**src/ect_pkg.sv**
```systemverilog
// Package for the edge counter timer: register map, fields, reset values.
// Assumes a 32-bit Avalon-MM slave port with byte addresses.
package ect_pkg;
  // Byte offsets of the register words
  localparam logic [4:0] ECT_CTRL_OFS  = 5'h00;
  localparam logic [4:0] ECT_LOAD_OFS  = 5'h04;
  localparam logic [4:0] ECT_COUNT_OFS = 5'h08;
  localparam logic [4:0] ECT_CMD_OFS   = 5'h0C;
  localparam logic [4:0] ECT_STAT_OFS  = 5'h10;
  localparam logic [4:0] ECT_IEN_OFS   = 5'h14;
  localparam logic [4:0] ECT_ICLR_OFS  = 5'h18;
  localparam logic [4:0] ECT_STATE_OFS = 5'h1C;
  // Control field positions
  localparam int ECT_CTRL_W    = 6;
  localparam int ECT_C_UP      = 0;
  localparam int ECT_C_FALL    = 1;
  localparam int ECT_C_GATE    = 2;
  localparam int ECT_C_GLOW    = 3;
  localparam int ECT_C_TOGGLE  = 4;
  localparam int ECT_C_EXTDIR  = 5;
  localparam logic [ECT_CTRL_W-1:0] ECT_CTRL_RST = 6'h00;
  // Command bits
  localparam int ECT_K_LOAD    = 0;
  localparam int ECT_K_ARM     = 1;
  localparam int ECT_K_DISARM  = 2;
  // Status bits: terminal count reached, gate opened
  localparam int ECT_ST_W      = 2;
  localparam int ECT_S_TC      = 0;
  localparam int ECT_S_GATE    = 1;
  localparam logic [ECT_ST_W-1:0] ECT_ST_RST = 2'h0;
  // State word bits
  localparam int ECT_R_ARMED   = 0;
  localparam int ECT_R_PIN     = 1;
  localparam int ECT_R_GATE    = 2;
  localparam int ECT_R_DIR     = 3;
  // Default count width
  localparam int ECT_CNT_W     = 32;
endpackage

```
**src/ect_evt_if.sv**
```systemverilog
// Interface carrying synchronised edge and level events between modules.
// Assumes one clock; producer is the input synchroniser.
`timescale 1ns/10ps
interface ect_evt_if;
  logic src_rise; // One-cycle pulse, source rose
  logic src_fall; // One-cycle pulse, source fell
  logic gate_lvl; // Synchronised gate level
  logic dir_lvl;  // Synchronised direction line, high means up
  modport sync_mp (output src_rise, output src_fall, output gate_lvl, output dir_lvl);
  modport use_mp  (input src_rise, input src_fall, input gate_lvl, input dir_lvl);
endinterface

```
**src/ect_sync.sv**
```systemverilog
// Input synchroniser for the source, gate and direction pins; edge detector for the source.
// Assumes pins may be asynchronous to core_clk.
`timescale 1ns/10ps
module ect_sync (
  input  wire logic  core_clk,
  input  wire logic  rst_n,
  input  wire logic  src_pin,
  input  wire logic  gate_pin,
  input  wire logic  dir_pin,
  ect_evt_if.sync_mp evt
);
  import ect_pkg::*;
  // First stage is read only by the second stage
  typedef struct packed {
    logic [2:0] s; // Source stages, s[2] is the edge history
    logic [1:0] g; // Gate stages
    logic [1:0] d; // Direction stages
  } ect_sync_st_t;
  ect_sync_st_t q_reg, q_next;

  // Shift all chains by one stage
  always_comb begin
    q_next   = q_reg;
    q_next.s = {q_reg.s[1:0], src_pin};
    q_next.g = {q_reg.g[0], gate_pin};
    q_next.d = {q_reg.d[0], dir_pin};
  end

  always_ff @(posedge core_clk or negedge rst_n) begin
    if (!rst_n) begin
      q_reg <= '0;
    end else begin
      q_reg <= q_next;
    end
  end

  assign evt.src_rise = q_reg.s[1] & ~q_reg.s[2];
  assign evt.src_fall = ~q_reg.s[1] & q_reg.s[2];
  assign evt.gate_lvl = q_reg.g[1];
  assign evt.dir_lvl  = q_reg.d[1];
endmodule

```
**src/ect_outgen.sv**
```systemverilog
// Output pin generator: pulse or toggle on terminal count.
// Assumes src_edge marks each selected-polarity source edge.
`timescale 1ns/10ps
module ect_outgen (
  input  wire logic core_clk,
  input  wire logic rst_n,
  input  wire logic src_edge,
  input  wire logic tc_hit,
  input  wire logic toggle_mode,
  input  wire logic out_clr,
  output logic      pin
);
  import ect_pkg::*;
  typedef struct packed {
    logic tgl;   // Toggle level
    logic pulse; // Pulse level
  } ect_out_st_t;
  ect_out_st_t q_reg, q_next;

  // Next pin state; terminal count wins over the pulse end
  always_comb begin
    q_next = q_reg;
    if (out_clr) begin
      q_next = '0;
    end else if (tc_hit && toggle_mode) begin
      q_next.tgl = ~q_reg.tgl;
    end else if (tc_hit) begin
      q_next.pulse = 1'b1;
    end else if (src_edge) begin
      // Next source edge ends the pulse, giving one source period
      q_next.pulse = 1'b0;
    end
  end

  always_ff @(posedge core_clk or negedge rst_n) begin
    if (!rst_n) begin
      q_reg <= '0;
    end else begin
      q_reg <= q_next;
    end
  end

  assign pin = toggle_mode ? q_reg.tgl : q_reg.pulse;
endmodule

```
**src/ect_top.sv**
```systemverilog
// Edge counter timer top: Avalon-MM register slave, counter core, output pin.
// Assumes synchronous bus master, external TTL source/gate/direction pins.
//
// Contract
// - Only counted source edges advance count
// - Count register preloadable before counting
// - Each counted edge adds or subtracts one
// - Count reflects edges; reading leaves it
// - Gate qualifies counting; ungated software start
// - Output pin pulses or toggles at trigger
// - Terminal count: all ones up, zero down
// - Pulse lasts one source period
// - Toggle inverts pin each trigger
// - Terminal count output allows chaining counters
// - Rising or falling source edge selectable
// - Width parameter: 32, 24 or 16
// - External line may select count direction
// - Reduced variant counts rising edges only
// - Reduced variant: 16 bits, down only
// - Reduced variant: high-level gating only
// - Reduced variant pulse is active low
//
// The implementer's own choices: the Avalon-MM slave port and the address map.
`timescale 1ns/10ps
module ect_top #(
  parameter int CNT_W   = ect_pkg::ECT_CNT_W, // Count width
  parameter bit REDUCED = 1'b0                // Reduced variant
) (
  input  wire logic        core_clk,
  input  wire logic        resetn,
  input  wire logic [4:0]  avs_address,
  input  wire logic        avs_read,
  input  wire logic        avs_write,
  input  wire logic [31:0] avs_writedata,
  output logic [31:0]      avs_readdata,
  output logic             avs_waitrequest,
  input  wire logic        src_pin,
  input  wire logic        gate_pin,
  input  wire logic        dir_pin,
  output logic             cnt_out,
  output logic             terminal_count,
  output logic             irq
);
  import ect_pkg::*;

  initial begin
    if (!(CNT_W == 32 || CNT_W == 24 || CNT_W == 16)) begin
      $error("CNT_W must be 32, 24 or 16");
    end
    if (REDUCED && CNT_W != 16) begin
      $error("reduced variant needs CNT_W of 16");
    end
  end

  // Reset release synchroniser; assertion is asynchronous
  logic [1:0] rst_sync_reg;
  logic       rst_n;
  always_ff @(posedge core_clk or negedge resetn) begin
    if (!resetn) begin
      rst_sync_reg <= 2'b00;
    end else begin
      rst_sync_reg <= {rst_sync_reg[0], 1'b1};
    end
  end
  assign rst_n = rst_sync_reg[1];

  // All block state but the reset synchroniser in one word
  typedef struct packed {
    logic                  ack;    // Second cycle of a bus access
    logic [31:0]           rdata;  // Captured read data
    logic [ECT_CTRL_W-1:0] ctrl;   // Mode control
    logic [CNT_W-1:0]      load;   // Preload value
    logic [CNT_W-1:0]      cnt;    // Live count
    logic                  armed;  // Software start
    logic                  gate_d; // Gate active, previous cycle
    logic [ECT_ST_W-1:0]   status; // Sticky events
    logic [ECT_ST_W-1:0]   ien;    // Interrupt enables
    logic                  tc_p;   // Terminal count pulse
  } ect_top_st_t;
  ect_top_st_t q_reg, q_next;

  ect_evt_if evt ();        // Synchronised pin events
  logic      pin_lvl;       // Output generator level
  logic      sel_edge;      // Selected polarity edge
  logic      gate_act;      // Gate in active state
  logic      cnt_ok;        // Counting allowed
  logic      cnt_edge;      // Edge to count this cycle
  logic      up;            // Effective direction
  logic      toggle_eff;    // Effective output mode
  logic      tc_hit;        // Counted edge steps count to terminal this cycle
  logic      load_cmd;      // Preload strobe
  logic      do_wr;         // Write takes effect
  logic      do_rd;         // Read data captured
  logic [CNT_W-1:0] tc_val; // Terminal value for direction
  logic [CNT_W-1:0] cnt_inc; // Stepped count

  // Decode one register offset
  function automatic logic hit(input logic [4:0] a, input logic [4:0] ofs);
    hit = (a == ofs);
  endfunction

  // Pin synchroniser and edge detector
  ect_sync u_sync (
    .core_clk (core_clk),
    .rst_n    (rst_n),
    .src_pin  (src_pin),
    .gate_pin (gate_pin),
    .dir_pin  (dir_pin),
    .evt      (evt.sync_mp)
  );

  // Effective mode: reduced variant overrides control bits
  always_comb begin
    sel_edge = (q_reg.ctrl[ECT_C_FALL] && !REDUCED) ? evt.src_fall : evt.src_rise;
    if (REDUCED) begin
      gate_act = evt.gate_lvl;
    end else begin
      gate_act = evt.gate_lvl ^ q_reg.ctrl[ECT_C_GLOW];
    end
    cnt_ok = q_reg.armed && (gate_act || (!q_reg.ctrl[ECT_C_GATE] && !REDUCED));
    cnt_edge = sel_edge && cnt_ok;
    if (REDUCED) begin
      up = 1'b0;
    end else if (q_reg.ctrl[ECT_C_EXTDIR]) begin
      up = evt.dir_lvl;
    end else begin
      up = q_reg.ctrl[ECT_C_UP];
    end
    toggle_eff = q_reg.ctrl[ECT_C_TOGGLE] && !REDUCED;
  end

  // Bus timing: first cycle waits, second cycle answers
  assign do_rd    = avs_read && !q_reg.ack;
  assign do_wr    = avs_write && q_reg.ack;
  assign load_cmd = do_wr && hit(avs_address, ECT_CMD_OFS) && avs_writedata[ECT_K_LOAD];
  assign tc_val   = up ? {CNT_W{1'b1}} : '0;
  assign cnt_inc  = up ? q_reg.cnt + CNT_W'(1) : q_reg.cnt - CNT_W'(1);
  assign tc_hit   = cnt_edge && !load_cmd && (cnt_inc == tc_val);

  // Next state of registers and counter
  always_comb begin
    q_next      = q_reg;
    q_next.tc_p = tc_hit;
    q_next.ack  = (avs_read || avs_write) && !q_reg.ack;
    q_next.gate_d = gate_act;
    // Read capture; reading never alters the count
    if (do_rd) begin
      case (avs_address)
        ECT_CTRL_OFS:  q_next.rdata = 32'(q_reg.ctrl);
        ECT_LOAD_OFS:  q_next.rdata = 32'(q_reg.load);
        ECT_COUNT_OFS: q_next.rdata = 32'(q_reg.cnt);
        ECT_STAT_OFS:  q_next.rdata = 32'(q_reg.status);
        ECT_IEN_OFS:   q_next.rdata = 32'(q_reg.ien);
        ECT_STATE_OFS: q_next.rdata = 32'({up, gate_act, pin_lvl, q_reg.armed});
        default:       q_next.rdata = 32'h0000_0000;
      endcase
    end
    // Register writes; unmapped offsets are ignored
    if (do_wr) begin
      case (avs_address)
        ECT_CTRL_OFS: q_next.ctrl = avs_writedata[ECT_CTRL_W-1:0];
        ECT_LOAD_OFS: q_next.load = avs_writedata[CNT_W-1:0];
        ECT_IEN_OFS:  q_next.ien  = avs_writedata[ECT_ST_W-1:0];
        ECT_CMD_OFS: begin
          if (avs_writedata[ECT_K_ARM]) begin
            q_next.armed = 1'b1;
          end
          // Disarm wins when both bits are written
          if (avs_writedata[ECT_K_DISARM]) begin
            q_next.armed = 1'b0;
          end
        end
        default: begin
        end
      endcase
    end
    if (load_cmd) begin
      q_next.cnt = q_reg.load;
    end else if (cnt_edge) begin
      q_next.cnt = cnt_inc;
    end
    // Clear first, then set, so a new event is never lost
    if (do_wr && hit(avs_address, ECT_ICLR_OFS)) begin
      q_next.status = q_reg.status & ~avs_writedata[ECT_ST_W-1:0];
    end
    if (tc_hit) begin
      q_next.status[ECT_S_TC] = 1'b1;
    end
    if (gate_act && !q_reg.gate_d) begin
      q_next.status[ECT_S_GATE] = 1'b1;
    end
  end

  // State register
  always_ff @(posedge core_clk or negedge rst_n) begin
    if (!rst_n) begin
      q_reg        <= '0;
      q_reg.ctrl   <= ECT_CTRL_RST;
      q_reg.status <= ECT_ST_RST;
    end else begin
      q_reg <= q_next;
    end
  end

  // Output pin generator
  ect_outgen u_out (
    .core_clk    (core_clk),
    .rst_n       (rst_n),
    .src_edge    (sel_edge),
    .tc_hit      (tc_hit),
    .toggle_mode (toggle_eff),
    .out_clr     (load_cmd),
    .pin         (pin_lvl)
  );

  assign cnt_out         = REDUCED ? ~pin_lvl : pin_lvl;
  assign terminal_count  = q_reg.tc_p;
  assign avs_readdata    = q_reg.rdata;
  assign avs_waitrequest = (avs_read || avs_write) && !q_reg.ack;
  assign irq             = |(q_reg.status & q_reg.ien);
endmodule

```
**config.mk**
```make
export PLATFORM = sky130hd
export DESIGN_NAME = ect_top
export DESIGN_NICKNAME = d
export VERILOG_FILES = /design/src/ect_pkg.sv /design/src/ect_evt_if.sv /design/src/ect_sync.sv /design/src/ect_outgen.sv /design/src/ect_top.sv
export SDC_FILE = /design/constraint.sdc
export NUM_CORES = 1
export LEC_CHECK = 0
export BUFFER_PORTS_ARGS = -buffer_cell sky130_fd_sc_hd__buf_2
export CAP_MARGIN = 20
export CORE_ASPECT_RATIO = 0.8
export CORE_MARGIN = 10
export CORE_UTILIZATION = 50
export CTS_BUF_LIST = sky130_fd_sc_hd__clkbuf_8
export DETAILED_ROUTE_END_ITERATION = 8
export PLACE_DENSITY_LB_ADDON = 0.12
export SLEW_MARGIN = 10
export SYNTH_ARGS = -nofsm -noshare
export SYNTH_HDL_FRONTEND = slang
export SYNTH_SLANG_ARGS = --single-unit
```
**constraint.sdc**
```tcl
create_clock -name core_clk -period 4.4 [get_ports core_clk]
set_input_delay 0 -clock core_clk [delete_from_list [all_inputs] [get_ports core_clk]]
set_output_delay 0 -clock core_clk [all_outputs]
set_load 0.03 [all_outputs]
```
* Word-level counts from Yosys, hierarchy flattened
Cells that the tools add are included.
** Storage, ports and cells
- Register bits after elaboration :: 121
- Word-level logic and storage cells :: 86
- Input bits :: 44
** Operators by class
- Mux-type cells :: 18
- Bitwise logic cells :: 9
- Add/sub/neg operators :: 2
- Reductions and logical operators :: 31
- Eq/ne operators :: 9
** Operators by type and width (number)
- case mux 32 bit (6 select lines) :: 1
- two-way mux 32 bit :: 4
- adder 32 x 1 -> 32 bit, second input constant :: 1
- == test 32 bit :: 1
- subtractor 32 x 1 -> 32 bit, second input constant :: 1
- == test 5 bit, second input constant :: 4
- logical AND 1 bit :: 12
- two-way mux 1 bit :: 11
- == test 5 x 4 -> 1 bit, second input constant :: 2
- nonzero test 2 bit :: 5
- AND reduction 2 bit :: 4
- == test 5 x 3 -> 1 bit, second input constant :: 1
- logical NOT 5 bit :: 1
- bitwise AND 2 bit :: 2
- logical NOT 1 bit :: 4
- two-way mux 2 bit :: 2
- inverter 1 bit :: 3
- AND reduction 3 bit :: 1
- nonzero test 3 bit :: 1
- bitwise AND 1 bit :: 2
- logical OR 1 bit :: 2
- inequality test 2 bit, second input constant :: 1
- inverter 2 bit :: 1
- OR reduction 2 bit :: 1
- bitwise XOR 1 bit :: 1

* Longest topological paths before layout
Gate-level depths: netlist of the first run.
- Depth in word-level cells :: 9
- Mapped depth :: 15

* By module
From an unflattened synthesis of the first run, not the netlist that was laid out.
** Unflattened totals
- Cells, all modules :: 838
- Area total of the unflattened synthesis :: 7679.9 um^2
** By module, submodules not included
- ect_top :: area an instance 7382.1 um^2, cells an instance 819, instances 1, sequential area each 2802.7 um^2
- ect_sync :: area an instance 190.2 um^2, cells an instance 9, instances 1, sequential area each 175.2 um^2
- ect_outgen :: area an instance 107.6 um^2, cells an instance 10, instances 1, sequential area each 50.0 um^2

* Worst setup path before layout of the first run
OpenSTA, ideal clock, no wires.
- Kind :: reg-to-reg
- From :: reg q_reg[76] (netlist name)
- To :: reg u_out.q_reg[1] (netlist name)
- Buffers on the path :: 1
- Required time :: 4.322 ns
- Period minus slack after synthesis :: 4.576 ns
- Path slack :: -0.176 ns
- Cell stages (with the launch flop) :: 15
- Arrival :: 4.498 ns
- Library setup time :: 0.078 ns
- Cell sequence :: dfrtp_1 mux2i_1 clkbuf_1 inv_1 fa_1 nand2b_1 a21oi_1 o21ai_2 o21ai_0 a2111o_1 and3_1 or4b_1 o31a_1 or4_1 a21oi_1
** Between the ends
- Word-level cells in the longest chain between the ends :: 6
- Elaborated cells on any way between the ends :: 7
- Classes of those cells :: eq/ne (1); mux (3); reduce/logical (3)
** RTL lines
- start: declaration :: line ect_top.sv:80 : ect_top_st_t q_reg, q_next;
- start signal: assignment :: line ect_top.sv:201 : q_reg <= q_next;
- two-way mux 1 bit * :: line ect_top.sv:124 : end else if (q_reg.ctrl[ECT_C_EXTDIR]) begin
- two-way mux 32 bit, on equally long branches :: line ect_top.sv:137, ect_top.sv:136
- == test 32 bit * :: line ect_top.sv:138 : assign tc_hit = cnt_edge && !load_cmd && (cnt_inc == tc_val);
- logical AND 1 bit * :: line ect_top.sv:138
- logical AND 1 bit * :: line ect_outgen.sv:25 : end else if (tc_hit && toggle_mode) begin
- nonzero test 2 bit (no source line) *
- end signal: assignment :: line ect_outgen.sv:39 : q_reg <= q_next;
- end: declaration :: line ect_outgen.sv:18 : ect_out_st_t q_reg, q_next;
Mark *: on every way between the ends. The rest lies on a longest branch, timed or not.
A chain may end at the register's enable or synchronous reset.

* Final worst setup path of the first run
Same ends and word-level chain as after synthesis.

==> flow_summary.ini, run 1 <==
[outcome]
status = completed

[place]
placed_cells = 1104
placed_cell_area_sq_mm = 0.008364
place.gp.congestion = 0.9221
dp_hpwl_um = 15730
io_buffers = 79
pre_cts_ws_ns = 0.1366

[synth]
syn_inst = 850
synth-seq-cells = 121
ys_types = 81
synth_area_per_cell_sq_um = 9.131
synth_edf_count = 0
yosysSeqAreaShare = 0.3901
synthesis.area_sq_mm = 0.007761
ys_dominant_reg_cell = dfrtp_1
yosys_warnings = 0
synth_fp_nets = 925
synthArstFlopShare = 1.000

[sta]
final_hold_viol_count = 0
fin_skew_ns = 0.01464
post-route-period-util = 0.9445
finalMaxSlewViolations = 0
fin_crit_ns = 4.156
max-slew-margin-rel = 0.2841
grt_setup_unrepaired = false
setup_violations = 0
whs_ns = 0.06980
setup_tns_ns = 0
layout_setup_ws_ns = 0.2443
fmax_mhz = 240.6
worstMarginPinSlew_ns = 1.074

[critical_path]
cp_data_required_time_ns = 4.77
worstPathArrival_ns = 4.53
startpoint_type = flip-flop
worstSetupPathType = flip-flop to flip-flop
crit_path_max_fanout = 11
worst_setup_path_end_kind = flip-flop
ff2ff_setup_slack_ns = 0.24

[grt]
antenna_found_initial = 1
grt_pass1_vias = 6856
grt.total_usage = 0.2069
grt_pass1_wl_um = 35960
grt_max_degree = 68
overflow = 0

[floorplan]
boundaryPins = 80
initial_core_util = 0.5135
die_h_um = 131.4
die_w_um = 159.3
coreArea_sq_mm = 0.01511
rows = 40
die_area_sq_mm = 0.02094

[layout]
fin_util = 0.6127
final_common_cell = dfrtp_1
fin_cells = 1184
largest_reg_flops = 77
area_growth_pct = 19.33
fin_area_sq_mm = 0.009261
final_cell_mix = dfrtp_1 (119), nand2_1 (113), o21ai_0 (86), buf_2 (79), a21oi_1 (56)
final_nets = 1035
drive_gt1_frac = 0.2508

[pwr]
ir_worst_vdd_uv = 362.3
total_power_mw = 6.318
power_density_mw_per_mm2 = 682.2
p_leak_nw = 4.098

[detailed_routing]
routedWlPerCell_um = 18.51
remaining_drc_errors = 0
ant_nets = 0
drtPass1Iterations = 5
via_per_inst = 5.747
drt_iter0_markers = 611
wl_um = 21920
via_count = 6804

[job]
maxCapViolCount = 0

[clocking]
cts_tree = built
clock_sinks = 121
cts_root_buf = clkbuf_8
clock_latency_ns = 0.46
clk_pin_slew_ns = 0.08
cts_buffers = 17
ctsHtreeMaxLevel = 4
cts_buffer_depth = 2

[min_path]
hp-class = input pin to flip-flop
==> where the power goes <==
part	total (mW)	leakage, nW	switching [mW]	internal (mW)
Sequential	1.54	1.54	0.222	1.32
Clock	1.05	0.207	0.522	0.523
Combinational	3.73	2.35	2.19	1.54
Total	6.32	4.10	2.93	3.39
==> repair_timing <==
| action | 4_1_cts | 5_1_grt |
|---|---|---|
| hold buffers | 42 | 0 |
| endpoints found under the hold margin | 50 | 0 |
| setup endpoints to repair | 0 | 4 |
| buffers inserted | 0 | 4 |
| gates resized for setup | 0 | 3 |
==> cell families after synthesis <==
logic type	count (synthesis)	synth area share
AO/OA/AOI/OAI	257	0.2151
XOR/XNOR	30	0.03386
adder cells (fa/ha/maj)	31	0.05094
buffers and inverters	92	0.06287
flip-flops	121	0.3901
multiplexers	61	0.08544
other	1	0.0004832
AND/OR/NAND/NOR	257	0.1612
==> routing by layer <==
| layer | track usage | routed length [um] | vias up |
|---|---|---|---|
| met4 | 0.05704 | 295 | 0 |
| met2 | 0.3138 | 9645 | 207 |
| met1 | 0.2869 | 10600 | 3281 |
| met5 | 0 | 0 | - |
| li1 | - | - | 3292 |
| met3 | 0.05087 | 1376 | 24 |
==> path summary, 6_finish.rpt <==
| kind | start | to | cells after the start |
|---|---|---|---|
| setup / recovery | q_reg[76]$_DFFE_PN0P_ | u_out.q_reg[1]$_DFFE_PN0P_ | 15 |
| hold / removal | avs_address[2] | avs_readdata[0]$_DFFE_PN0P_ | 4 |
| setup reg to reg | q_reg[76]$_DFFE_PN0P_ | u_out.q_reg[1]$_DFFE_PN0P_ | 15 |
| hold reg to reg | rst_sync_reg[1]$_DFF_PN0_ | avs_readdata[27]$_DFFE_PN0P_ | 0 |
| max in group asynchronous | rst_sync_reg[1]$_DFF_PN0_ | avs_readdata[11]$_DFFE_PN0P_ | 1 |
| min in group asynchronous | rst_sync_reg[1]$_DFF_PN0_ | avs_readdata[27]$_DFFE_PN0P_ | 0 |
==> critical path, stage by stage, from the launching register on <==
cell and delay [ns]:
dfrtp_2 0.47, mux2i_4 0.22, buf_4 0.18, buf_12 0.14
buf_4 0.17, ha_1 0.44, nand4_1 0.22, nor3_1 0.30
nand4_1 0.16, a21oi_2 0.22, nor3_4 0.08, xnor2_1 0.17
or4b_1 0.51, o31a_1 0.14, or4_1 0.51, a21oi_1 0.15
==> synth_stat cells, types with 5 or more instances <==
cell type / number / area, sq um
clkbuf_1: 27 / 101.4
buf_1: 7 / 26.28
nor2_1: 45 / 168.9
nand4_1: 12 / 75.07
nand2b_1: 5 / 31.28
a21oi_2: 5 / 43.79
xnor2_1: 15 / 131.4
buf_2: 12 / 60.06
a21o_1: 8 / 60.06
ha_1: 30 / 375.4
and3_1: 5 / 31.28
buf_4: 34 / 255.2
nand3_1: 18 / 90.09
dfrtp_1: 121 / 3028
o211ai_1: 5 / 37.54
xor2_1: 15 / 131.4
a21oi_1: 56 / 280.3
nor3b_1: 5 / 37.54
a22oi_1: 27 / 202.7
nor2b_1: 5 / 31.28
nand2_1: 113 / 424.2
o21ai_1: 8 / 40.04
nor3_1: 11 / 55.05
or3_1: 7 / 43.79
inv_1: 12 / 45.04
o21ai_0: 86 / 430.4
and2_1: 5 / 31.28
mux2i_1: 19 / 190.2
mux2_2: 42 / 473.0
==> layout make-up <==
cell class,instances,area (sq um)
multi-input cells,638,4302
clock buffers,17,234.0
repair buffers,170,1209
well taps,210,262.8
fillers,1319,5853
clock inverters,15,173.9
diodes,1,2.502
flip-flops and latches,121,3033
inverters,12,45.04
Power figures use the tool's default switching activity.
==> run 2, diff against run 1 <==
--- a/config.mk
+++ b/config.mk
@@ -5,6 +5,7 @@
 export SDC_FILE = /design/constraint.sdc
 export NUM_CORES = 1
 export LEC_CHECK = 0
+export ABC_CLOCK_PERIOD_IN_PS = 4400
 export BUFFER_PORTS_ARGS = -buffer_cell sky130_fd_sc_hd__buf_2
 export CAP_MARGIN = 20
 export CORE_ASPECT_RATIO = 0.8
@@ -13,6 +14,7 @@
 export CTS_BUF_LIST = sky130_fd_sc_hd__clkbuf_8
 export DETAILED_ROUTE_END_ITERATION = 8
 export PLACE_DENSITY_LB_ADDON = 0.12
+export REMOVE_ABC_BUFFERS = 1
 export SLEW_MARGIN = 10
 export SYNTH_ARGS = -nofsm -noshare
 export SYNTH_HDL_FRONTEND = slang
==> run 2 against run 1 <==
Effect of this change: first-iteration DRC count down 20%; clock power fell by 8%; count of clock-buffer cells in the layout did not move; clock skew down 0.0041 ns; die area stayed put; cell count fell by 0.76%; worst setup slack better by 0.0089 ns; wire length barely moved; sequential power barely moved; critical path type unchanged.
==> flow_summary.ini, run 2 (synthesis gave the netlist of run 1 again) <==
[clocking]
cts_root_buf = clkbuf_8
clk_pin_slew_ns = 0.08
cts_tree = built
clock_latency_ns = 0.45
ctsHtreeMaxLevel = 4
clock_sinks = 121
cts_buffers = 17
cts_buffer_depth = 2

[layout]
fin_area_sq_mm = 0.009184
nFillCells = 1339
final_nets = 1027
final_common_cell = dfrtp_1
final_cell_mix = dfrtp_1 (119), nand2_1 (113), o21ai_0 (84), buf_2 (79), a21oi_1 (56)
area_growth_pct = 18.33
drive_gt1_frac = 0.2425
antenna_cells = 0
largest_reg_flops = 77

[sta]
whs_ns = 0.04741
final_hold_viol_count = 0
post-route-period-util = 0.9425
setup_violations = 0
worstMarginPinSlew_ns = 1.163
fin_skew_ns = 0.01050
fmax_mhz = 241.1
max-slew-margin-rel = 0.2177
finalMaxSlewViolations = 0
fin_crit_ns = 4.147
layout_setup_ws_ns = 0.2532

[floorplan]
die_w_um = 159.3
boundaryPins = 80
rows = 40
die_area_sq_mm = 0.02094
die_h_um = 131.4
initial_core_util = 0.5135
coreArea_sq_mm = 0.01511

[critical_path]
worst_setup_path_end_kind = flip-flop
cp_data_required_time_ns = 4.77
worstPathArrival_ns = 4.52
startpoint_type = flip-flop
crit_path_max_fanout = 8
worstSetupPathType = flip-flop to flip-flop

[grt]
grt.total_usage = 0.2081
overflow = 0
grt_max_degree = 67
antenna_found_initial = 0
grt_pass1_wl_um = 35990
grt_pass1_vias = 6903

[pwr]
p_sw_mw = 2.918
p_leak_nw = 4.050
power_density_mw_per_mm2 = 670.3
seq_power_share = 0.249
p_sw_frac = 0.4740
p_int_mw = 3.238
total_power_mw = 6.156
ir_worst_vdd_uv = 310.4
combPwrFrac = 0.594
clkPwrFrac = 0.157

[detailed_routing]
wl_um = 21920
remaining_drc_errors = 0
via_count = 6834
via_per_inst = 5.816
routedWlPerCell_um = 18.65
drt_iter0_markers = 487
ant_nets = 0
drtPass1Iterations = 5

[min_path]
hp-class = input pin to flip-flop

[place]
pre_cts_ws_ns = -0.02185
place.gp.congestion = 0.9010
io_buffers = 79
placed_cell_area_sq_mm = 0.008307
dp_hpwl_um = 15610

[outcome]
status = completed

[job]
maxCapViolCount = 0
==> run 2: changes by cell type in the layout (fill, tap and decap cells not counted), moves of 2 or more <==
cell,previous run,this run
o21ai_0,86,84
clkinv_2,1,3
inv_6,7,3
clkinv_4,2,4
o21ai_1,7,10
buf_4,47,38
==> run 2: power by group through the flow <==
| stage | logic [mW] | registers [mW] | clock network (mW) |
|---|---|---|---|
| after floorplan | 2.45 | 1.50 | 0 |
| after global placement | 3.49 | 1.55 | 0 |
| after detailed placement | 3.52 | 1.55 | 0 |
| after CTS | 3.57 | 1.53 | 0.991 |
| after global routing | 4.00 | 1.57 | 1.04 |
| final | 3.66 | 1.53 | 0.967 |
==> run 2: worst paths after layout <==
kind	startpoint	to	slack (ns)	cells past startpoint
setup / recovery	q_reg[76]$_DFFE_PN0P_	u_out.q_reg[1]$_DFFE_PN0P_	0.25	15
hold / removal	avs_write	q_reg[3]$_DFFE_PN0P_	0.05	5
setup reg to reg	q_reg[76]$_DFFE_PN0P_	u_out.q_reg[1]$_DFFE_PN0P_	0.25	15
hold reg to reg	u_sync.q_next[1]$_DFF_PN0_	u_sync.evt.dir_lvl$_DFF_PN0_	0.35	0
max in group asynchronous	rst_sync_reg[1]$_DFF_PN0_	avs_readdata[22]$_DFFE_PN0P_	2.91	1
min in group asynchronous	rst_sync_reg[1]$_DFF_PN0_	q_reg[14]$_DFFE_PN0P_	0.36	0
==> run 2: area by class of cell <==
| type | instances | area (sq um) | area share |
|---|---|---|---|
| timing repair buffer | 162 | 1156 | 0.1259 |
| multi-input combinational | 638 | 4309 | 0.4692 |
| clock inverter | 15 | 143.9 | 0.01567 |
| clock buffer | 17 | 234.0 | 0.02548 |
| inverter | 12 | 45.04 | 0.004905 |
| sequential | 121 | 3033 | 0.3302 |
| tap | 210 | 262.8 | 0.02861 |
==> run 2: repair_timing <==
action                                 CTS  global route
endpoints found under the hold margin   50             0
hold buffers                            42             0
setup endpoints to repair                1             4
cloned                                   1             0
resized for setup                        0             6
setup buffers                            0             2
==> run 2: per-stage QoR <==
step / TNS [ns] / utilization / std cells
after CTS: 0 / 0.6033 / 1172
after detailed placement: -0.02185 / 0.5496 / 1097
after global placement: 0 / 0.5496 / 1097
final: 0 / 0.6076 / 1175
after global routing: -0.002873 / 0.6076 / 1175
after floorplan: -3.320 / - / 770
==> run 2: routing by layer <==
metal,global-route usage,part of all wire,up-vias
met5,0,0,-
met4,0.06578,0.012,0
met3,0.04245,0.052,24
met2,0.3296,0.46,188
met1,0.2797,0.47,3342
li1,-,-,3280
==> run 2: worst max-delay path, cell delays in order (launching register included) <==
cell     delay [ns]
dfrtp_2        0.48
mux2i_4        0.22
buf_12         0.15
buf_4          0.15
ha_1           0.30
buf_4          0.17
a21oi_1        0.26
o22ai_1        0.16
o21a_1         0.24
or3_1          0.31
o21ai_1        0.18
xor2_1         0.31
o21ai_0        0.15
o31a_1         0.28
or4_1          0.51
a21oi_1        0.18
